### src/msh_cfg.svh
// Offsets, field positions, reset values and counts of the mode and supply control bank.
`ifndef MSH_CFG_SVH
`define MSH_CFG_SVH

`define MSH_MSC_ADDR      7'h01
`define MSH_HWC_ADDR      7'h02

`define MSH_MODE_HI       7
`define MSH_MODE_LO       6
`define MSH_AUX_HI        4
`define MSH_AUX_LO        3
`define MSH_OVR_BIT       2
`define MSH_RT_HI         1
`define MSH_RT_LO         0

`define MSH_SRR_BIT       6
`define MSH_FOSW_BIT      5
`define MSH_CP_BIT        2
`define MSH_WDC_BIT       0

`define MSH_MSC_RESET     8'h00
`define MSH_MSC_WMASK     8'hdf
`define MSH_MSC_RST_KEEP  8'h03
`define MSH_HWC_RESET     8'h00
`define MSH_HWC_WMASK     8'h65
`define MSH_HWC_RST_KEEP  8'h45
`define MSH_STATUS_BYTE   8'h00

`define MSH_AUX_OFF       2'h0
`define MSH_AUX_DEV       2'h3

`define MSH_FRAME_BITS    5'h10
`define MSH_BYTE_BITS     5'h08

`endif

### src/msh_pkg.sv
// Types shared by the mode and supply control bank and its testbench.
package msh_pkg;

  typedef enum logic [1:0] {
    MSH_MODE_NORMAL = 2'b00,
    MSH_MODE_SLEEP  = 2'b01,
    MSH_MODE_STOP   = 2'b10,
    MSH_MODE_SOFT   = 2'b11
  } msh_mode_type;

  typedef enum logic [1:0] {
    MSH_SPI_IDLE  = 2'b00,
    MSH_SPI_SHIFT = 2'b01
  } msh_spi_state_type;

  typedef struct packed {
    logic       wr;
    logic [6:0] addr;
    logic [7:0] data;
  } msh_frame_type;

  typedef struct packed {
    logic restart_enter;
    logic overtemp;
    logic main_ov;
    logic failure_active;
    logic fo_configured;
    logic lock_zero;
    logic lock_one;
    logic dev_mode;
  } msh_event_type;

  typedef struct packed {
    logic [1:0] mode;
    logic [1:0] aux_regulator_mode;
    logic       main_overvoltage_reaction;
    logic [1:0] main_reset_threshold_sel;
    logic       soft_reset_pin_keep;
    logic       failure_output_sw_activate;
    logic       charge_pump_enable;
    logic       watchdog_fail_count_sel;
  } msh_ctrl_type;

endpackage

### src/msh_regs.sv
// Mode and supply control plus hardware control register pair behind an SPI slave.
`timescale 1ns/1ps
`default_nettype none
`include "msh_cfg.svh"

// What this block does
// - Mode field: normal, sleep, stop, soft reset.
// - Auxiliary regulator mode field with four settings.
// - Overvoltage always flags; restart only if enabled.
// - Reset threshold select, 00 is highest.
// - No stop to sleep transition over SPI.
// - Stop to normal ignores bits 4:0, flags.
// - Restart forces mode field to normal.
// - Restart or overtemperature turns auxiliary regulator off.
// - Write returns previously programmed contents.
// - Development mode: auxiliary powers up on, soft reset off.
// - Mode register resets zero; restart keeps threshold.
// - Bit 6 chooses reset pin pulse on soft reset.
// - Failure output by failures or, when configured, software bit.
// - Bit 2 enables charge pump, lockable.
// - Bit 0 picks first or second watchdog failure.
// - Restart clears software failure output activation.
// - Soft reset spares locked lockable bits.
// - Hardware register reset and restart values.
// - Reserved bits always read zero.
// - Locked bits ignore writes.
module msh_regs (
  // Clock and reset
  input  wire logic              mclk_in,
  input  wire logic              rst_b_in,
  // SPI pins, sampled in the system clock
  input  wire logic              spi_sck_in,
  input  wire logic              spi_cs_b_in,
  input  wire logic              spi_mosi_in,
  output logic                   spi_miso_out,
  output logic                   spi_miso_oe_out,
  // Hardware events and levels
  input  wire msh_pkg::msh_event_type evt_in,
  // Control outputs
  output msh_pkg::msh_ctrl_type  ctrl_out,
  output logic                   main_overvoltage_flag_out,
  output logic                   ov_restart_req_out,
  output logic                   failure_output_out,
  output logic                   soft_reset_out,
  output logic                   reset_output_pin_pulse_out,
  output logic                   spi_fail_out
);
  import msh_pkg::*;

  // Reserved positions are masked so they always read zero.
  // Unmapped addresses answer zero as well.
  function automatic logic [7:0] read_byte(input logic [6:0] addr,
                                           input logic [7:0] msc,
                                           input logic [7:0] hwc);
    logic [7:0] val;
    val = 8'h00;
    if (addr == `MSH_MSC_ADDR) begin
      val = msc & `MSH_MSC_WMASK;
    end else if (addr == `MSH_HWC_ADDR) begin
      val = hwc & `MSH_HWC_WMASK;
    end
    return val;
  endfunction

  // Merges only the writable positions of a new byte into the old one.
  function automatic logic [7:0] merge(input logic [7:0] old_val,
                                       input logic [7:0] new_val,
                                       input logic [7:0] mask);
    return (old_val & ~mask) | (new_val & mask);
  endfunction

  // SPI front end state.
  msh_spi_state_type spi_state_reg;
  msh_spi_state_type spi_state_next;
  logic              sck_prev_reg;
  logic              sck_prev_next;
  logic [4:0]        bit_cnt_reg;
  logic [4:0]        bit_cnt_next;
  logic [15:0]       rx_reg;
  logic [15:0]       rx_next;
  logic [7:0]        tx_reg;
  logic [7:0]        tx_next;
  logic              miso_reg;
  logic              miso_next;
  logic              commit_reg;
  logic              commit_next;

  // Register bank state.
  logic [7:0]        msc_reg;
  logic [7:0]        msc_next;
  logic [7:0]        hwc_reg;
  logic [7:0]        hwc_next;
  logic              por_load_reg;
  logic              por_load_next;
  logic              ov_flag_reg;
  logic              ov_flag_next;
  logic              ov_req_reg;
  logic              ov_req_next;
  logic              soft_reg;
  logic              soft_next;
  logic              rst_pulse_reg;
  logic              rst_pulse_next;
  logic              spi_fail_reg;
  logic              spi_fail_next;
  logic              fo_reg;
  logic              fo_next;

  msh_frame_type     frame;
  logic              sck_rise;
  logic              sck_fall;
  logic              cs_active;

  assign cs_active = ~spi_cs_b_in;
  assign sck_rise  = spi_sck_in & ~sck_prev_reg;
  assign sck_fall  = ~spi_sck_in & sck_prev_reg;
  assign frame     = msh_frame_type'(rx_reg);

  // Sck is sampled with the system clock, so each of its phases must last at least
  // one clock; a shorter phase can slip between two samples and lose an edge.
  always_comb begin
    sck_prev_next = spi_sck_in;
  end

  always_ff @(posedge mclk_in or negedge rst_b_in) begin
    if (!rst_b_in) begin
      sck_prev_reg <= 1'b0;
    end else begin
      sck_prev_reg <= sck_prev_next;
    end
  end

  // Mode 0 SPI: the host samples on rising edges, we change on falling ones.
  always_comb begin
    spi_state_next = spi_state_reg;
    bit_cnt_next   = bit_cnt_reg;
    rx_next        = rx_reg;
    tx_next        = tx_reg;
    miso_next      = miso_reg;
    commit_next    = 1'b0;
    case (spi_state_reg)
      MSH_SPI_IDLE: begin
        if (cs_active) begin
          spi_state_next = MSH_SPI_SHIFT;
          bit_cnt_next   = 5'h00;
          // Status bit 7 must stand before the first rise, so it goes out now.
          tx_next        = `MSH_STATUS_BYTE << 1;
          miso_next      = (`MSH_STATUS_BYTE & 8'h80) != 8'h00;
        end
      end
      MSH_SPI_SHIFT: begin
        if (!cs_active) begin
          spi_state_next = MSH_SPI_IDLE;
          // Any other count means a cut or overlong frame, which is dropped.
          commit_next    = (bit_cnt_reg == `MSH_FRAME_BITS);
        end else begin
          if (sck_rise) begin
            rx_next = {rx_reg[14:0], spi_mosi_in};
            // Counting stops one past a full frame, so an overlong frame never looks complete.
            if (bit_cnt_reg != `MSH_FRAME_BITS + 5'h01) begin
              bit_cnt_next = bit_cnt_reg + 5'h01;
            end
            // Contents are captured before any write of this frame lands.
            if (bit_cnt_reg == `MSH_BYTE_BITS - 5'h01) begin
              tx_next = read_byte(rx_next[6:0], msc_reg, hwc_reg);
            end
          end
          if (sck_fall) begin
            miso_next = tx_reg[7];
            tx_next   = {tx_reg[6:0], 1'b0};
          end
        end
      end
      default: begin
        spi_state_next = MSH_SPI_IDLE;
      end
    endcase
  end

  always_ff @(posedge mclk_in or negedge rst_b_in) begin
    if (!rst_b_in) begin
      spi_state_reg <= MSH_SPI_IDLE;
      bit_cnt_reg   <= 5'h00;
      rx_reg        <= 16'h0000;
      tx_reg        <= 8'h00;
      miso_reg      <= 1'b0;
      commit_reg    <= 1'b0;
    end else begin
      spi_state_reg <= spi_state_next;
      bit_cnt_reg   <= bit_cnt_next;
      rx_reg        <= rx_next;
      tx_reg        <= tx_next;
      miso_reg      <= miso_next;
      commit_reg    <= commit_next;
    end
  end

  // Register bank. Priority: restart, then soft reset, then a host write.
  always_comb begin
    logic [7:0]   wr_val;
    logic [7:0]   wmask;
    msh_mode_type cur_mode;
    msh_mode_type req_mode;
    wr_val         = frame.data;
    wmask          = `MSH_HWC_WMASK;
    cur_mode       = msh_mode_type'(msc_reg[`MSH_MODE_HI:`MSH_MODE_LO]);
    req_mode       = msh_mode_type'(wr_val[`MSH_MODE_HI:`MSH_MODE_LO]);
    msc_next       = msc_reg;
    hwc_next       = hwc_reg;
    por_load_next  = 1'b0;
    soft_next      = 1'b0;
    rst_pulse_next = 1'b0;
    spi_fail_next  = 1'b0;

    // The development strap is caught on the first edge after reset release.
    if (por_load_reg && evt_in.dev_mode) begin
      msc_next[`MSH_AUX_HI:`MSH_AUX_LO] = `MSH_AUX_DEV;
    end

    // Restart keeps the threshold select and the configuration bits, nothing else.
    // A write committing in the same cycle is lost; the host reprograms after restart.
    if (evt_in.restart_enter) begin
      msc_next = msc_reg & `MSH_MSC_RST_KEEP;
      hwc_next = hwc_reg & `MSH_HWC_RST_KEEP;
    end else if (commit_reg && frame.wr) begin
      if (frame.addr == `MSH_MSC_ADDR) begin
        if (req_mode == MSH_MODE_SOFT) begin
          soft_next      = 1'b1;
          rst_pulse_next = ~hwc_reg[`MSH_SRR_BIT];
          // Development mode does not bring the auxiliary regulator back here.
          msc_next       = `MSH_MSC_RESET;
          hwc_next       = `MSH_HWC_RESET;
          if (evt_in.lock_one) begin
            hwc_next[`MSH_SRR_BIT] = hwc_reg[`MSH_SRR_BIT];
          end
          if (evt_in.lock_zero) begin
            hwc_next[`MSH_CP_BIT] = hwc_reg[`MSH_CP_BIT];
          end
        end else if (cur_mode == MSH_MODE_STOP && req_mode == MSH_MODE_SLEEP) begin
          // Only the mode change is refused; the other fields still take the write.
          msc_next = merge(msc_reg, wr_val, `MSH_MSC_WMASK);
          msc_next[`MSH_MODE_HI:`MSH_MODE_LO] = MSH_MODE_STOP;
        end else if (cur_mode == MSH_MODE_STOP && req_mode == MSH_MODE_NORMAL) begin
          msc_next = msc_reg;
          msc_next[`MSH_MODE_HI:`MSH_MODE_LO] = MSH_MODE_NORMAL;
          spi_fail_next = ((wr_val ^ msc_reg) & 8'h1f & `MSH_MSC_WMASK) != 8'h00;
        end else begin
          msc_next = merge(msc_reg, wr_val, `MSH_MSC_WMASK);
        end
      end else if (frame.addr == `MSH_HWC_ADDR) begin
        // Locked positions keep their value; the free ones in the same byte still take the write.
        if (evt_in.lock_one) begin
          wmask[`MSH_SRR_BIT] = 1'b0;
        end
        if (evt_in.lock_zero) begin
          wmask[`MSH_CP_BIT] = 1'b0;
        end
        hwc_next = merge(hwc_reg, wr_val, wmask);
      end
    end

    // Overtemperature acts on top of whatever else happened this cycle.
    if (evt_in.overtemp) begin
      msc_next[`MSH_AUX_HI:`MSH_AUX_LO] = `MSH_AUX_OFF;
    end
  end

  always_ff @(posedge mclk_in or negedge rst_b_in) begin
    if (!rst_b_in) begin
      msc_reg       <= `MSH_MSC_RESET;
      hwc_reg       <= `MSH_HWC_RESET;
      por_load_reg  <= 1'b1;
      soft_reg      <= 1'b0;
      rst_pulse_reg <= 1'b0;
      spi_fail_reg  <= 1'b0;
    end else begin
      msc_reg       <= msc_next;
      hwc_reg       <= hwc_next;
      por_load_reg  <= por_load_next;
      soft_reg      <= soft_next;
      rst_pulse_reg <= rst_pulse_next;
      spi_fail_reg  <= spi_fail_next;
    end
  end

  // Overvoltage group. The flag is sticky and always set; only the restart request
  // depends on the reaction bit.
  always_comb begin
    ov_flag_next = ov_flag_reg | evt_in.main_ov;
    ov_req_next  = evt_in.main_ov & msc_reg[`MSH_OVR_BIT];
  end

  always_ff @(posedge mclk_in or negedge rst_b_in) begin
    if (!rst_b_in) begin
      ov_flag_reg <= 1'b0;
      ov_req_reg  <= 1'b0;
    end else begin
      ov_flag_reg <= ov_flag_next;
      ov_req_reg  <= ov_req_next;
    end
  end

  // Failure output group. It follows the software bit as it is about to be stored,
  // so a restart that clears the bit releases the output in the same cycle.
  always_comb begin
    // A failure holds the output regardless of the software bit.
    fo_next = evt_in.failure_active |
              (hwc_next[`MSH_FOSW_BIT] & evt_in.fo_configured);
  end

  always_ff @(posedge mclk_in or negedge rst_b_in) begin
    if (!rst_b_in) begin
      fo_reg <= 1'b0;
    end else begin
      fo_reg <= fo_next;
    end
  end

  // The overvoltage flag is sticky; its clearing belongs to the status bank.
  assign main_overvoltage_flag_out  = ov_flag_reg;
  assign ov_restart_req_out         = ov_req_reg;
  assign failure_output_out         = fo_reg;
  assign soft_reset_out             = soft_reg;
  assign reset_output_pin_pulse_out = rst_pulse_reg;
  assign spi_fail_out               = spi_fail_reg;
  // The enable drops with chip select itself rather than a clock later, so the host
  // never sees two drivers on a shared data line.
  assign spi_miso_out               = miso_reg;
  assign spi_miso_oe_out            = (spi_state_reg == MSH_SPI_SHIFT) & cs_active;

  // Field copies for the regulators, the mode logic and the watchdog outside this bank.
  always_comb begin
    ctrl_out.mode                       = msc_reg[`MSH_MODE_HI:`MSH_MODE_LO];
    ctrl_out.aux_regulator_mode         = msc_reg[`MSH_AUX_HI:`MSH_AUX_LO];
    ctrl_out.main_overvoltage_reaction  = msc_reg[`MSH_OVR_BIT];
    ctrl_out.main_reset_threshold_sel   = msc_reg[`MSH_RT_HI:`MSH_RT_LO];
    ctrl_out.soft_reset_pin_keep        = hwc_reg[`MSH_SRR_BIT];
    ctrl_out.failure_output_sw_activate = hwc_reg[`MSH_FOSW_BIT];
    ctrl_out.charge_pump_enable         = hwc_reg[`MSH_CP_BIT];
    ctrl_out.watchdog_fail_count_sel    = hwc_reg[`MSH_WDC_BIT];
  end

endmodule
`default_nettype wire

### config.mk
export PLATFORM = sky130hd
export DESIGN_NAME = msh_regs
export DESIGN_NICKNAME = d
export VERILOG_FILES = /design/src/msh_pkg.sv /design/src/msh_regs.sv
export VERILOG_INCLUDE_DIRS = /design/src
export SDC_FILE = /design/constraint.sdc
export NUM_CORES = 1
export LEC_CHECK = 0
export BUFFER_PORTS_ARGS = -buffer_cell sky130_fd_sc_hd__buf_2
export CAP_MARGIN = 10
export CORE_MARGIN = 2
export CORE_UTILIZATION = 60
export CTS_CLUSTER_SIZE = 40
export DETAILED_ROUTE_END_ITERATION = 12
export GPL_TIMING_DRIVEN = 0
export PLACE_DENSITY = 0.88
export SYNTH_ARGS = -nofsm -noshare
export SYNTH_HDL_FRONTEND = slang
export SYNTH_SLANG_ARGS = --single-unit
### constraint.sdc
create_clock -name mclk_in -period 3.6 [get_ports mclk_in]
set_clock_uncertainty 0.15 [all_clocks]
set_input_delay 0 -clock mclk_in [delete_from_list [all_inputs] [get_ports mclk_in]]
set_output_delay 0 -clock mclk_in [all_outputs]
set_load 0.02 [all_outputs]
Word level (Yosys, flattened, before mapping)
Index checks and enable logic that the tools add are counted.

storage, ports and cells
  input port bits = 13
  bits in registers = 57
  word-level logic and storage cells = 153

cells by class
  add/subtract/negate cells = 1
  bitwise logic cells = 18
  eq/ne operators = 26
  multiplexer cells = 61
  reduce and logical (&&, ||, !) cells = 24

operators with widths
  kind                 number
  $mux 8               17
  $mux 1               31
  $mux 5               4
  $reduce_and 5->1     4
  $ne 2x2->1 const B   8
  $pmux 8 s2           1
  $eq 7x1->1 const B   2
  $eq 7x2->1 const B   2
  $reduce_and 4->1     3
  $pmux 5 s2           1
  $ne 3x3->1 const B   3
  $reduce_and 3->1     3
  $and 8x7->8          1
  $and 8x8->8          1
  $mux 2               4
  $not 7->8            1
  $or 6x8->8           1
  $or 8x8->8           1
  $reduce_bool 2->1    4
  $reduce_bool 8->1    1
  $mux 7               1
  $ne 7x7->1 const B   1
  $add 5x1->5 const B  1
  $and 1x1->1          5
  17 further kinds     29

Depth between registers and ports, before layout
Gate-level depths: netlist of run 1.

  depth after elaboration = 14
  mapped depth = 8
  depth with buffers taken out = 6

Worst setup path before layout of run 1
Ideal clock, no wire load.

  path kind = reg-to-reg
  start = register spi_state_reg[0]
  end = register tx_reg[2]
  path slack = 1661 ps
  required time = 3374 ps
  path buffers = 1
  data arrival time = 1712 ps
  library setup time = 76 ps
  cell stages (with the launch flop) = 8
  clock period less this slack = 1939 ps
  cells stage by stage = dfrtp_1 buf_2 inv_1 ha_1 nor4b_1 o21ai_1 nand2b_1 o21ai_1

on the way
  longest elaborated chain between the ends = 3
  elaborated cells on any way between the ends = 9
  those cells by class = eq/ne: 5; mux: 1; reduce/logical: 3

RTL lines
  element                                               RTL line         source
  start, declared                                       msh_regs.sv:73   msh_spi_state_type spi_state_reg;
  start signal, assigned                                msh_regs.sv:188  spi_state_reg <= spi_state_next;
  $eq 2x1->1 / $logic_not 2->1 (equally long branches)  msh_regs.sv:140  case (spi_state_reg)
  $ne 3x3->1 (no line) (tied with other cells)          --
  $reduce_and 5->1 (no line)                            --
  end signal, assigned                                  msh_regs.sv:191  tx_reg <= tx_next;
  end, declared                                         msh_regs.sv:81   logic [7:0] tx_reg;

Several ways; a longest one is shown, not always the timed one.
A chain may end at the register's enable or synchronous reset.

Final worst setup path of run 1
  start = register rx_reg[7] (netlist: frame[7])
  end = register msc_reg[3]

on the way
  longest elaborated chain between the ends = 8
  elaborated cells on any way between the ends = 12
  those cells by class = eq/ne: 3; mux: 6; reduce/logical: 3

RTL lines
  element                 RTL line         source
  start, declared         msh_regs.sv:79   logic [15:0] rx_reg;
  start signal, assigned  msh_regs.sv:190  rx_reg <= rx_next;
  $eq 2x1->1              msh_regs.sv:238  end else if (cur_mode == MSH_MODE_STOP && req_mode == MSH_MODE_SLEEP) begin
  $logic_and 1x1->1       msh_regs.sv:238
  $mux 8                  msh_regs.sv:238
  $mux 8                  msh_regs.sv:226  if (req_mode == MSH_MODE_SOFT) begin
  $mux 8                  msh_regs.sv:225  if (frame.addr == `MSH_MSC_ADDR) begin
  $mux 8                  msh_regs.sv:224  end else if (commit_reg && frame.wr) begin
  $mux 8                  msh_regs.sv:221  if (evt_in.restart_enter) begin
  $mux 2                  msh_regs.sv:262  if (evt_in.overtemp) begin
  end signal, assigned    msh_regs.sv:269  msc_reg <= `MSH_MSC_RESET;
  end signal, assigned    msh_regs.sv:276  msc_reg <= msc_next;
  end, declared           msh_regs.sv:89   logic [7:0] msc_reg;

Several ways; a longest one is shown, not always the timed one. The select of a mux whose other input is x is not followed.

==> key figures, run 1 <==
Run status
  – Status: finished, final reports clean

Routing
  – Initial DRC Count: 86
  – Routed WL: 5.21 mm
  – Avg WL per Cell: about 16 microns
  – DRC viols: 0
  – Total number of vias: 1936
  – Post-DRT Antenna Nets: 0
  – First-pass iteration count of the detailed router: 4
  – Number of vias per cell: 5.88

Clocking
  – TritonCTS buffer count: 5
  – CTS max path bufs: 2
  – Post-CTS Setup Inserts: 0
  – CTS Sinks: 51
  – # hold bufs at CTS: 13
  – Worst-Skew Late Latency: 0.30 ns
  – Post-CTS Resized: 0
  – TritonCTS clock tree: built
  – Clock root cell: clkbuf_8
  – Clock transition at path regs: around 0.09 ns
  – H-tree levels: 2

Die
  – Core Area: between 4000 and 5000 sq um
  – I/O Pins: 32
  – Die Span X: about 69 microns
  – Die Height: 68.7 microns
  – Die area: between 4000 and 5000 sq um
  – Initial core utilization: 62.8%
  – Row cnt: 23

Worst setup path
  – R2R Path End: msc_reg[3]$_DFFE_PN0P_
  – Crit start category: register
  – Crit Path Max Fanout: 9
  – FF-to-FF Start: frame[7]$_DFFE_PN0P_
  – Reg2Reg Depth: 5
  – R2r setup slk: 1.18 ns
  – End of the critical path: msc_reg[3]$_DFFE_PN0P_
  – Crit path DAT: 2.51 ns
  – Crit. End Element: register
  – Worst setup startpoint: frame[7]$_DFFE_PN0P_
  – Crit path kind: reg2reg
  – Critical Path RT: 3.69 ns

Synth
  – Post-synthesis cell type count: 59
  – EDFF count, synth: 0
  – Number of synthesized register bits: 51
  – Post-synthesis compound-gate area fraction: between 10% and 20%
  – Share of flip-flops with an asynchronous set or reset: 100%
  – Synth Area in Adders: 3.99%
  – Synthesized netlist cell count: between 200 and 250
  – Syn Area/Cell: 11.1 sq um
  – Xor/xnor cell area share of the yosys netlist: 2.09%
  – Multiplexer share of the synthesized area: 7.57%
  – Synth Cell Area: approximately 2500 sq um
  – Mapped Nets: 247
  – Sequential fraction of the synthesis area: roughly 51%
  – Simple-Gate Fraction of Synth Area: between 10% and 20%
  – Yosys warning count: 0
  – Main flop type after synthesis: dfrtp_1
  – Largest family of logic cells by synthesized area: simple AND/OR/NAND/NOR gates

Global routing
  – Largest net degree at the start of global routing: 52
  – Gr ovfl total: 0
  – Initial antenna violation count: 0
  – First-pass GRT wire length: between 8 and 9 mm
  – Vias in the first global route: 1856
  – Overall Global Routing Usage: 25.3%

Pwr
  – P_leak: 1.37 nW
  – Pwr dens: 482 nW/um^2
  – Worst VDD drop: roughly 0.35 mV

Timing
  – Max-slew violations: 0
  – Least-Margin Pin Slew: 0.617 ns
  – Setup violations, final: 0
  – Period utilization: 67.3%
  – Fmax: 413 MHz
  – RSZ-0062 raised after global routing: false
  – Final-report hold violation count: 0
  – Final Critical Period: 2.42 ns
  – Setup TNS: 0 ns
  – Slew HR: roughly three fifths

Place
  – Final Wtd Congestion: 0.871
  – Port bufs: 31
  – Dpl cells: 307
  – DPL Wire Length: 3.63 mm

Layout
  – Max reg flops: 16
  – Area Overhead vs Synth: 18.6%
  – Ratio of cells with drive above 1 in the final layout: roughly 26%
  – Final nets: 299
  – Layout Cells excl Fill: between 300 and 400
  – Diode count: 0

Hold path
  – Worst min path class: in2async

Job
  – Max Cap Viol: 0
==> how the worst min path moves through the flow <==
stage / start / endpoint / slack [ns] / depth (start not counted)
after CTS: spi_sck_in / sck_prev_reg$_DFF_PN0_ / 0.21 / 2
after global routing: rst_b_in / spi_miso_out$_DFFE_PN0P_ / 0.04 / 2
after detailed placement: spi_sck_in / sck_prev_reg$_DFF_PN0_ / -0.003 / 1
after global placement: spi_sck_in / sck_prev_reg$_DFF_PN0_ / -0.01 / 1
after floorplan: rst_b_in / bit_cnt_reg[0]$_DFFE_PN0P_ / -0.45 / 0
final: rst_b_in / tx_reg[4]$_DFFE_PN0P_ / 0.009 / 2
==> placed cells by master, fill, tap and decap left out, types with 2 or more instances in the layout <==
cell type	synthesis	final
xnor2_1	3	3
buf_2	2	33
clkbuf_1	5	6
a32oi_1	2	2
and2_1	2	2
nor2b_1	6	6
dlygate4sd3_1	0	13
inv_1	8	8
ha_1	8	8
nor3_1	5	5
o21ai_1	9	9
nand4_1	3	3
nand2_1	20	20
nor4b_1	3	3
and4_1	2	2
a31oi_1	2	2
o31ai_1	4	4
clkbuf_8	0	7
mux2_2	16	16
nor2_1	6	6
a22oi_1	6	6
nand3_1	4	4
xor2_1	3	3
o21ai_0	9	9
a21oi_1	10	10
dfrtp_1	50	50
nor4_1	4	4
==> layer usage <==
| layer | GRT usage (%) | vias up | share of wire (%) |
|---|---|---|---|
| met5 | 0 | - | 0 |
| met4 | 7.60 | 0 | 0.90 |
| met3 | 7.63 | 6 | 5.3 |
| met2 | 41.1 | 51 | 50 |
| met1 | 32.7 | 948 | 44 |
| li1 | - | 931 | - |
==> worst max-delay path, stage by stage, from the launching register on <==
cell and delay, ns:
dfrtp_1 0.47, or4b_4 0.58, nand4_4 0.17, a21oi_2 0.05, a2111oi_2 0.33, dlygate4sd3_1 0.61
==> final cells by class <==
class                           instances  area [sq um]
Clock buffer                            8           100
Inverter                                8          30.0
Tap cell                               50          62.6
Fill cell                             276          1020
Sequential cell                        51          1280
Timing Repair Buffer                   45           305
Multi-Input combinational cell        159          1160
Buffer                                  8          40.0
==> power by group <==
group          total, mW  switching (mW)  internal, mW  leakage [nW]
registers          0.697          0.0647         0.633         0.684
logic              0.386           0.226         0.160         0.632
clock network      0.351           0.176         0.175        0.0515
==> synth_stat cells (all sizes together) (5+ instances only) <==
library cell | instances | area [sq um]
inv | 8 | 30.0
nor3 | 7 | 51.3
nand3 | 5 | 30.0
o21ai | 18 | 90.1
a22oi | 6 | 45.0
nor2b | 6 | 37.5
a21oi | 11 | 58.8
mux2 | 16 | 180
clkbuf | 5 | 18.8
ha | 8 | 100
nand2 | 20 | 75.1
nor2 | 6 | 22.5
dfrtp | 50 | 1250
==> per-stage QoR <==
step / worst slack [ns] / utilization, % / power, mW / cell area [sq um] / hold WS, ns
floorplan: 1.66 / - / 0.971 / 2510 / -0.446
global placement: 1.33 / 68.2 / 1.06 / 2730 / -0.0112
detailed placement: 1.30 / 68.2 / 1.08 / 2730 / -0.00349
CTS: 1.21 / 74.0 / 1.44 / 2960 / 0.210
global route: 0.996 / 74.5 / 1.53 / 2980 / 0.0421
finish: 1.18 / 74.5 / 1.43 / 2980 / 0.00946
==> cells by family (layout without fill, tap and decap cells) <==
group,count (synthesis),in the layout
simple gates,73,73
mux,17,17
compound gates,54,54
fa+ha+maj,8,8
other cells,1,1
buf+inv,16,69
flops,51,51
xor+xnor,6,6
No activity file was read; power rests on OpenSTA's default activity.
==> run 2: changes to the inputs <==
--- a/config.mk
+++ b/config.mk
@@ -9,11 +9,11 @@
 export BUFFER_PORTS_ARGS = -buffer_cell sky130_fd_sc_hd__buf_2
 export CAP_MARGIN = 10
 export CORE_MARGIN = 2
-export CORE_UTILIZATION = 60
+export CORE_UTILIZATION = 57
 export CTS_CLUSTER_SIZE = 40
 export DETAILED_ROUTE_END_ITERATION = 12
 export GPL_TIMING_DRIVEN = 0
-export PLACE_DENSITY = 0.88
+export PLACE_DENSITY = 0.85
 export SYNTH_ARGS = -nofsm -noshare
 export SYNTH_HDL_FRONTEND = slang
 export SYNTH_SLANG_ARGS = --single-unit
==> constraint.sdc (replaced) <==
create_clock -name mclk_in -period 2.3 [get_ports mclk_in]
set_clock_uncertainty 0.15 [all_clocks]
set_input_delay 0 -clock mclk_in [delete_from_list [all_inputs] [get_ports mclk_in]]
set_output_delay 0 -clock mclk_in [all_outputs]
set_load 0.02 [all_outputs]
==> run 2 against run 1 <==
Net effect: maximum frequency grew 12%; highest routed layer unchanged; wire length up 3.4%; utilization down 5.8 points; first-iteration DRC count decreased by 4.7%; critical path type unchanged.
==> key figures, run 2 (same netlist as run 1, synthesis figures left out) <==
Die
  – Row cnt: 24 (+4.3%)
  – Die area: 4950 sq um (+5.0%)
  – Die Span X: 70.4 microns (+2.4%)
  – Initial core utilization: 58.5% (-4.3 points)
  – Core Area: 4290 sq um (+7.4%)
  – Die Height: 70.4 microns (+2.4%)
  – I/O Pins: 32 (unchanged)

Timing
  – Final WS setup: 0.143 ns (-1.03 ns)
  – Fmax: 464 MHz (+12%)
  – RSZ-0062 raised after global routing: true
  – Slew HR: 25.0% (-34 points)
  – Hold_ws: 0.213 ns (+0.203 ns)
  – Final-report hold violation count: 0 (unchanged)
  – Final Critical Period: 2.16 ns (-0.266 ns)
  – Period utilization: 93.8% (+26 points)
  – Max-slew violations: 0 (unchanged)
  – Least-Margin Pin Slew: 1.12 ns (+0.507 ns)
  – Setup violations, final: 0 (unchanged)

Worst setup path
  – Critical Path RT: 2.37 ns (-1.32 ns)
  – Top delay family on crit path: simple AND/OR/NAND/NOR gates
  – Crit path DAT: 2.23 ns (-0.28 ns)
  – Crit Path Max Fanout: 10 (+1)
  – Crit path kind: reg2reg
  – WP buf/inv: 3 (+2)
  – Critical path cell sequence: clkbuf_4, inv_1, ha_1, or2_0, clkbuf_1, or3_1, o22ai_1
  – Slowest CP cell: or3_1
  – Crit start category: register
  – Max incr delay on CP: 0.41 ns (-0.20 ns)
  – Crit. End Element: register

Pwr
  – Sw frac: 33.9% (+1.4 points)
  – Seq pwr share: 49.8% (+1.2 points)
  – P_int: 1.46 mW (+50%)
  – Psw: 745 uW (+60%)
  – Total power: 2.20 mW (+53%)
  – P_leak: 1.35 nW (-1.5%)
  – Comb power frac: 27.7% (+0.8 points)
  – Power share of the clock group: 22.5% (-2.0 points)
  – Pwr dens: 746 nW/um^2 (+55%)
  – Worst VDD drop: 0.424 mV (+21%)

Clocking
  – Worst-Skew Late Latency: 0.30 ns (about the same)
  – H-tree levels: 2 (unchanged)
  – TritonCTS clock tree: built
  – TritonCTS buffer count: 5 (unchanged)
  – CTS Sinks: 51 (unchanged)
  – CTS max path bufs: 2 (unchanged)
  – Clock transition at path regs: 0.09 ns (about the same)
  – Clock root cell: clkbuf_8

Layout
  – Max reg flops: 16 (unchanged)
  – Final nets: 298 (-0.33%)
  – Diode count: 0 (unchanged)
  – Leading cell types in the layout, fill and taps excluded: dfrtp_1, buf_2, nand2_1
  – Area Overhead vs Synth: 17.4%
  – Ratio of cells with drive above 1 in the final layout: 25.9% (+0.093 points)
  – Commonest non-fill, non-tap cell in the layout: dfrtp_1
  – Post-route cell area: 2950 sq um (-1.0%)

Global routing
  – Initial antenna violation count: 0 (unchanged)
  – Vias in the first global route: 2005 (+8.0%)
  – Overall Global Routing Usage: 23.7% (-1.6 points)
  – First-pass GRT wire length: 9.21 mm (+6.6%)
  – Gr ovfl total: 0 (unchanged)
  – Largest net degree at the start of global routing: 52 (unchanged)

Routing
  – Avg WL per Cell: 16.3 microns (+3.1%)
  – Initial DRC Count: 82 (-4.7%)
  – Routed WL: 5.39 mm (+3.4%)
  – First-pass iteration count of the detailed router: 4 (unchanged)
  – Total number of vias: 1979 (+2.2%)
  – Post-DRT Antenna Nets: 0 (unchanged)
  – DRC viols: 0 (unchanged)
  – Number of vias per cell: 6.00 (+1.9%)

Place
  – Placement Cell Area: 2730 sq um (about the same)
  – Pre-CTS setup slack: -0.0347 ns (-1.34 ns)
  – Final Wtd Congestion: 0.845 (-3.0%)
  – Port bufs: 31 (unchanged)
  – DPL Wire Length: 3.72 mm (+2.5%)

Run status
  – Status: finished, final reports clean

Job
  – Max Cap Viol: 0 (unchanged)

Hold path
  – Worst min path class: in2reg
## run 2: cell types whose count changed in the layout (fill, tap and decap cells not counted), sizes merged
cell         previous run  this run
buf                    35        34
clkinv                  0         1
dlygate4sd3            13        12
## run 2: final timing paths
path / slack (ns) / end / start / cells past startpoint
max in group asynchronous: 1.00 / frame[7]$_DFFE_PN0P_ / rst_b_in / 2
setup reg to reg: 0.14 / bit_cnt_reg[1]$_DFFE_PN0P_ / spi_state_reg[0]$_DFFE_PN0P_ / 7
setup / recovery: 0.14 / bit_cnt_reg[1]$_DFFE_PN0P_ / spi_state_reg[0]$_DFFE_PN0P_ / 7
hold / removal: 0.21 / sck_prev_reg$_DFF_PN0_ / spi_sck_in / 2
min in group asynchronous: 0.30 / tx_reg[3]$_DFFE_PN0P_ / rst_b_in / 2
hold reg to reg: 0.33 / main_overvoltage_flag_out$_DFF_PN0_ / main_overvoltage_flag_out$_DFF_PN0_ / 1
## run 2: power by group through the flow
stage,Clock (mW),Combinational (mW),Sequential (mW)
CTS,0.506,0.602,1.10
detailed placement,0,0.581,1.11
global placement,0,0.552,1.10
floorplan,0,0.438,1.08
global route,0.541,0.682,1.11
finish,0.495,0.609,1.10
## run 2: timing repair
item,CTS,global route
buffers inserted,0,1
endpoints found under the hold margin,63,0
setup endpoints to repair,2,5
pin swaps,0,1
cloned,0,0
hold buffers,12,0
gates resized for setup,1,1
## run 2: final cells by class
class	instances	area (sq um)
fill	331	1350
sequential	51	1280
clock inverter	1	5.00
multi-input combinational	159	1170
buffer	8	42.5
inverter	8	30.0
clock buffer	7	76.3
tap	52	65.1
timing repair buffer	44	283
## run 2: routing by layer
metal	vias to the layer above	part of all wire, %	track usage, %	wire (microns)
li1	931	-	-	-
met1	987	44	29.9	2380
met2	52	49	39.9	2650
met3	9	5.2	5.48	282
met4	0	1.5	8.12	79
met5	-	0	0	0
## run 2: through the flow
stage           TNS, ns  std cells  util (%)
2_1_floorplan         0        226         -
3_3_place_gp          0        309      63.6
3_5_place_dp    -0.0590        309      63.6
4_1_cts               0        329      68.4
5_1_grt        -0.00505        330      68.7
6_report              0        330      68.7
==> run 3: changes to the inputs <==
--- a/config.mk
+++ b/config.mk
@@ -8,8 +8,10 @@
 export LEC_CHECK = 0
 export BUFFER_PORTS_ARGS = -buffer_cell sky130_fd_sc_hd__buf_2
 export CAP_MARGIN = 10
+export CELL_PAD_IN_SITES_DETAIL_PLACEMENT = 2
+export CELL_PAD_IN_SITES_GLOBAL_PLACEMENT = 2
 export CORE_MARGIN = 2
-export CORE_UTILIZATION = 57
+export CORE_UTILIZATION = 38
 export CTS_CLUSTER_SIZE = 40
 export DETAILED_ROUTE_END_ITERATION = 12
 export GPL_TIMING_DRIVEN = 0
==> run 3 against run 2 <==
Net effect: critical endpoint is now failure_output_out$_DFF_PN0_; setup slack worse by 0.031 ns; maximum frequency is 1.4% lower; cell area is 3.5% higher; the flow now finishes with violations (hold timing); non-clock buffer count stayed put; global-route usage is 2.8 points lower; via count is 0.96% higher; critical path depth is 2 lower.
==> key figures, run 3 (same netlist as run 1, synthesis figures left out) <==
Layout
  – Ratio of cells with drive above 1 in the final layout: 27.7% (+1.8 points)
  – Leading cell types in the layout, fill and taps excluded: dfrtp_1, buf_2, nand2_1
  – Area Overhead vs Synth: 21.5%
  – Max reg flops: 16 (unchanged)
  – Commonest non-fill, non-tap cell in the layout: dfrtp_1
  – Layout Cells excl Fill: 355 (+7.6%)
  – Diode count: 0 (unchanged)
  – Final nets: 298 (unchanged)

Timing
  – Period utilization: 95.1% (+1.4 points)
  – Final-report hold violation count: 14 (+14)
  – Fmax: 457 MHz (-1.4%)
  – Hold_ws: -0.0116 ns (-0.224 ns)
  – Final WS setup: 0.112 ns (-0.0311 ns)
  – Least-Margin Pin Slew: 0.689 ns (-0.436 ns)
  – Slew HR: 54.0% (+29 points)
  – Max-slew violations: 0 (unchanged)
  – RSZ-0062 raised after global routing: true
  – Setup violations, final: 0 (unchanged)
  – Final Critical Period: 2.19 ns (+0.0311 ns)

Global routing
  – Gr ovfl total: 0 (unchanged)
  – First-pass GRT wire length: 11.7 mm (+27%)
  – Overall Global Routing Usage: 20.9% (-2.8 points)
  – Vias in the first global route: 2196 (+9.5%)
  – Largest net degree at the start of global routing: 52 (unchanged)
  – Initial antenna violation count: 0 (unchanged)

Routing
  – Avg WL per Cell: 19.9 microns (+22%)
  – Routed WL: 7.08 mm (+31%)
  – First-pass iteration count of the detailed router: 4 (unchanged)
  – Number of vias per cell: 5.63 (-6.1%)
  – Post-DRT Antenna Nets: 0 (unchanged)
  – DRC viols: 0 (unchanged)
  – Initial DRC Count: 57 (-30%)
  – Total number of vias: 1998 (+0.96%)

Hold path
  – Worst min path class: in2async

Die
  – Die Height: 85.3 microns (+21%)
  – Row cnt: 29 (+21%)
  – Die Span X: 85.3 microns (+21%)
  – Initial core utilization: 39.3% (-19 points)
  – Die area: 7270 sq um (+47%)
  – Core Area: 6390 sq um (+49%)
  – I/O Pins: 32 (unchanged)

Clocking
  – CTS max path bufs: 2 (unchanged)
  – CTS Sinks: 51 (unchanged)
  – Worst-Skew Late Latency: 0.31 ns (about the same)
  – TritonCTS clock tree: built
  – Clock root cell: clkbuf_8
  – TritonCTS buffer count: 5 (unchanged)
  – H-tree levels: 2 (unchanged)
  – Clock transition at path regs: 0.10 ns (about the same)

Place
  – Final Wtd Congestion: 0.777 (-8.0%)
  – Dpl cells: 334 (+8.1%)
  – Pre-CTS setup slack: -0.159 ns (-0.124 ns)
  – Port bufs: 31 (unchanged)
  – DPL Wire Length: 4.78 mm (+28%)

Worst setup path
  – Crit start category: register
  – Critical Path RT: 2.34 ns (-0.03 ns)
  – Crit Path Max Fanout: 5 (-5)
  – Crit. End Element: register
  – Crit path kind: reg2reg
  – Crit path DAT: 2.23 ns (about the same)

Pwr
  – Pwr dens: 791 nW/um^2 (+6.0%)
  – P_leak: 1.38 nW (+2.5%)
  – Worst VDD drop: 0.416 mV (-1.9%)

Run status
  – Failing checks: hold timing
  – Status: finished, violations left

Job
  – Max Cap Viol: 0 (unchanged)
==> run 3: per-layer routing <==
metal	routed length, microns	part of all wire (%)	track usage (%)
met4	118	1.7	6.93
met2	3720	53	36.0
met5	0	0	0
met3	152	2.1	3.02
met1	3080	44	26.9
==> run 3: layout make-up <==
class	count	area, sq um
Fill cell	660	3330
Sequential cell	51	1280
Multi-Input combinational cell	159	1190
Timing Repair Buffer	45	303
Tap cell	77	96.3
Clock buffer	6	82.6
Buffer	7	38.8
Clock inverter	2	35.0
Inverter	8	30.0
==> run 3: repair_timing <==
action,CTS,global route
resized for setup,1,5
endpoints found under the hold margin,63,0
setup endpoints to repair,4,7
pin swaps,0,1
hold buffers,12,0
buffers inserted,0,1
==> run 3: power breakdown <==
part	switching, mW	internal [mW]	total (mW)
Combinational	0.387	0.265	0.651
Clock	0.306	0.352	0.658
Sequential	0.115	0.990	1.11
Total	0.807	1.61	2.41
==> run 3: through the flow <==
stage               instance area (sq um)  TNS (ns)  utilization [%]  total power, mW
floorplan                            2510         0                -             1.52
global placement                     2760    -0.141             43.3             1.68
detailed placement                   2760    -0.304             43.3             1.72
CTS                                  3010         0             47.1             2.42
global route                         3050   -0.0275             47.8             2.58
finish                               3050         0             47.8             2.41
==> run 3: critical path: stages, from the launching register on <==
cell           delay [ns]
dfrtp_1              0.42
and4bb_2             0.44
o211ai_1             0.15
a21oi_1              0.24
o21bai_1             0.10
dlygate4sd3_1        0.57
==> run 3: worst paths after layout <==
check,startpoint,end,slack (ns),cells after the start
max in group asynchronous,rst_b_in,frame[11]$_DFFE_PN0P_,1.48,3
setup reg to reg,frame[10]$_DFFE_PN0P_,failure_output_out$_DFF_PN0_,0.11,5
min in group mclk_in,spi_sck_in,sck_prev_reg$_DFF_PN0_,0.21,2
hold / removal,rst_b_in,msc_reg[2]$_DFFE_PN0P_,-0.01,2
setup / recovery,frame[10]$_DFFE_PN0P_,failure_output_out$_DFF_PN0_,0.11,5
hold reg to reg,tx_reg[7]$_DFFE_PN0P_,tx_reg[7]$_DFFE_PN0P_,0.35,2
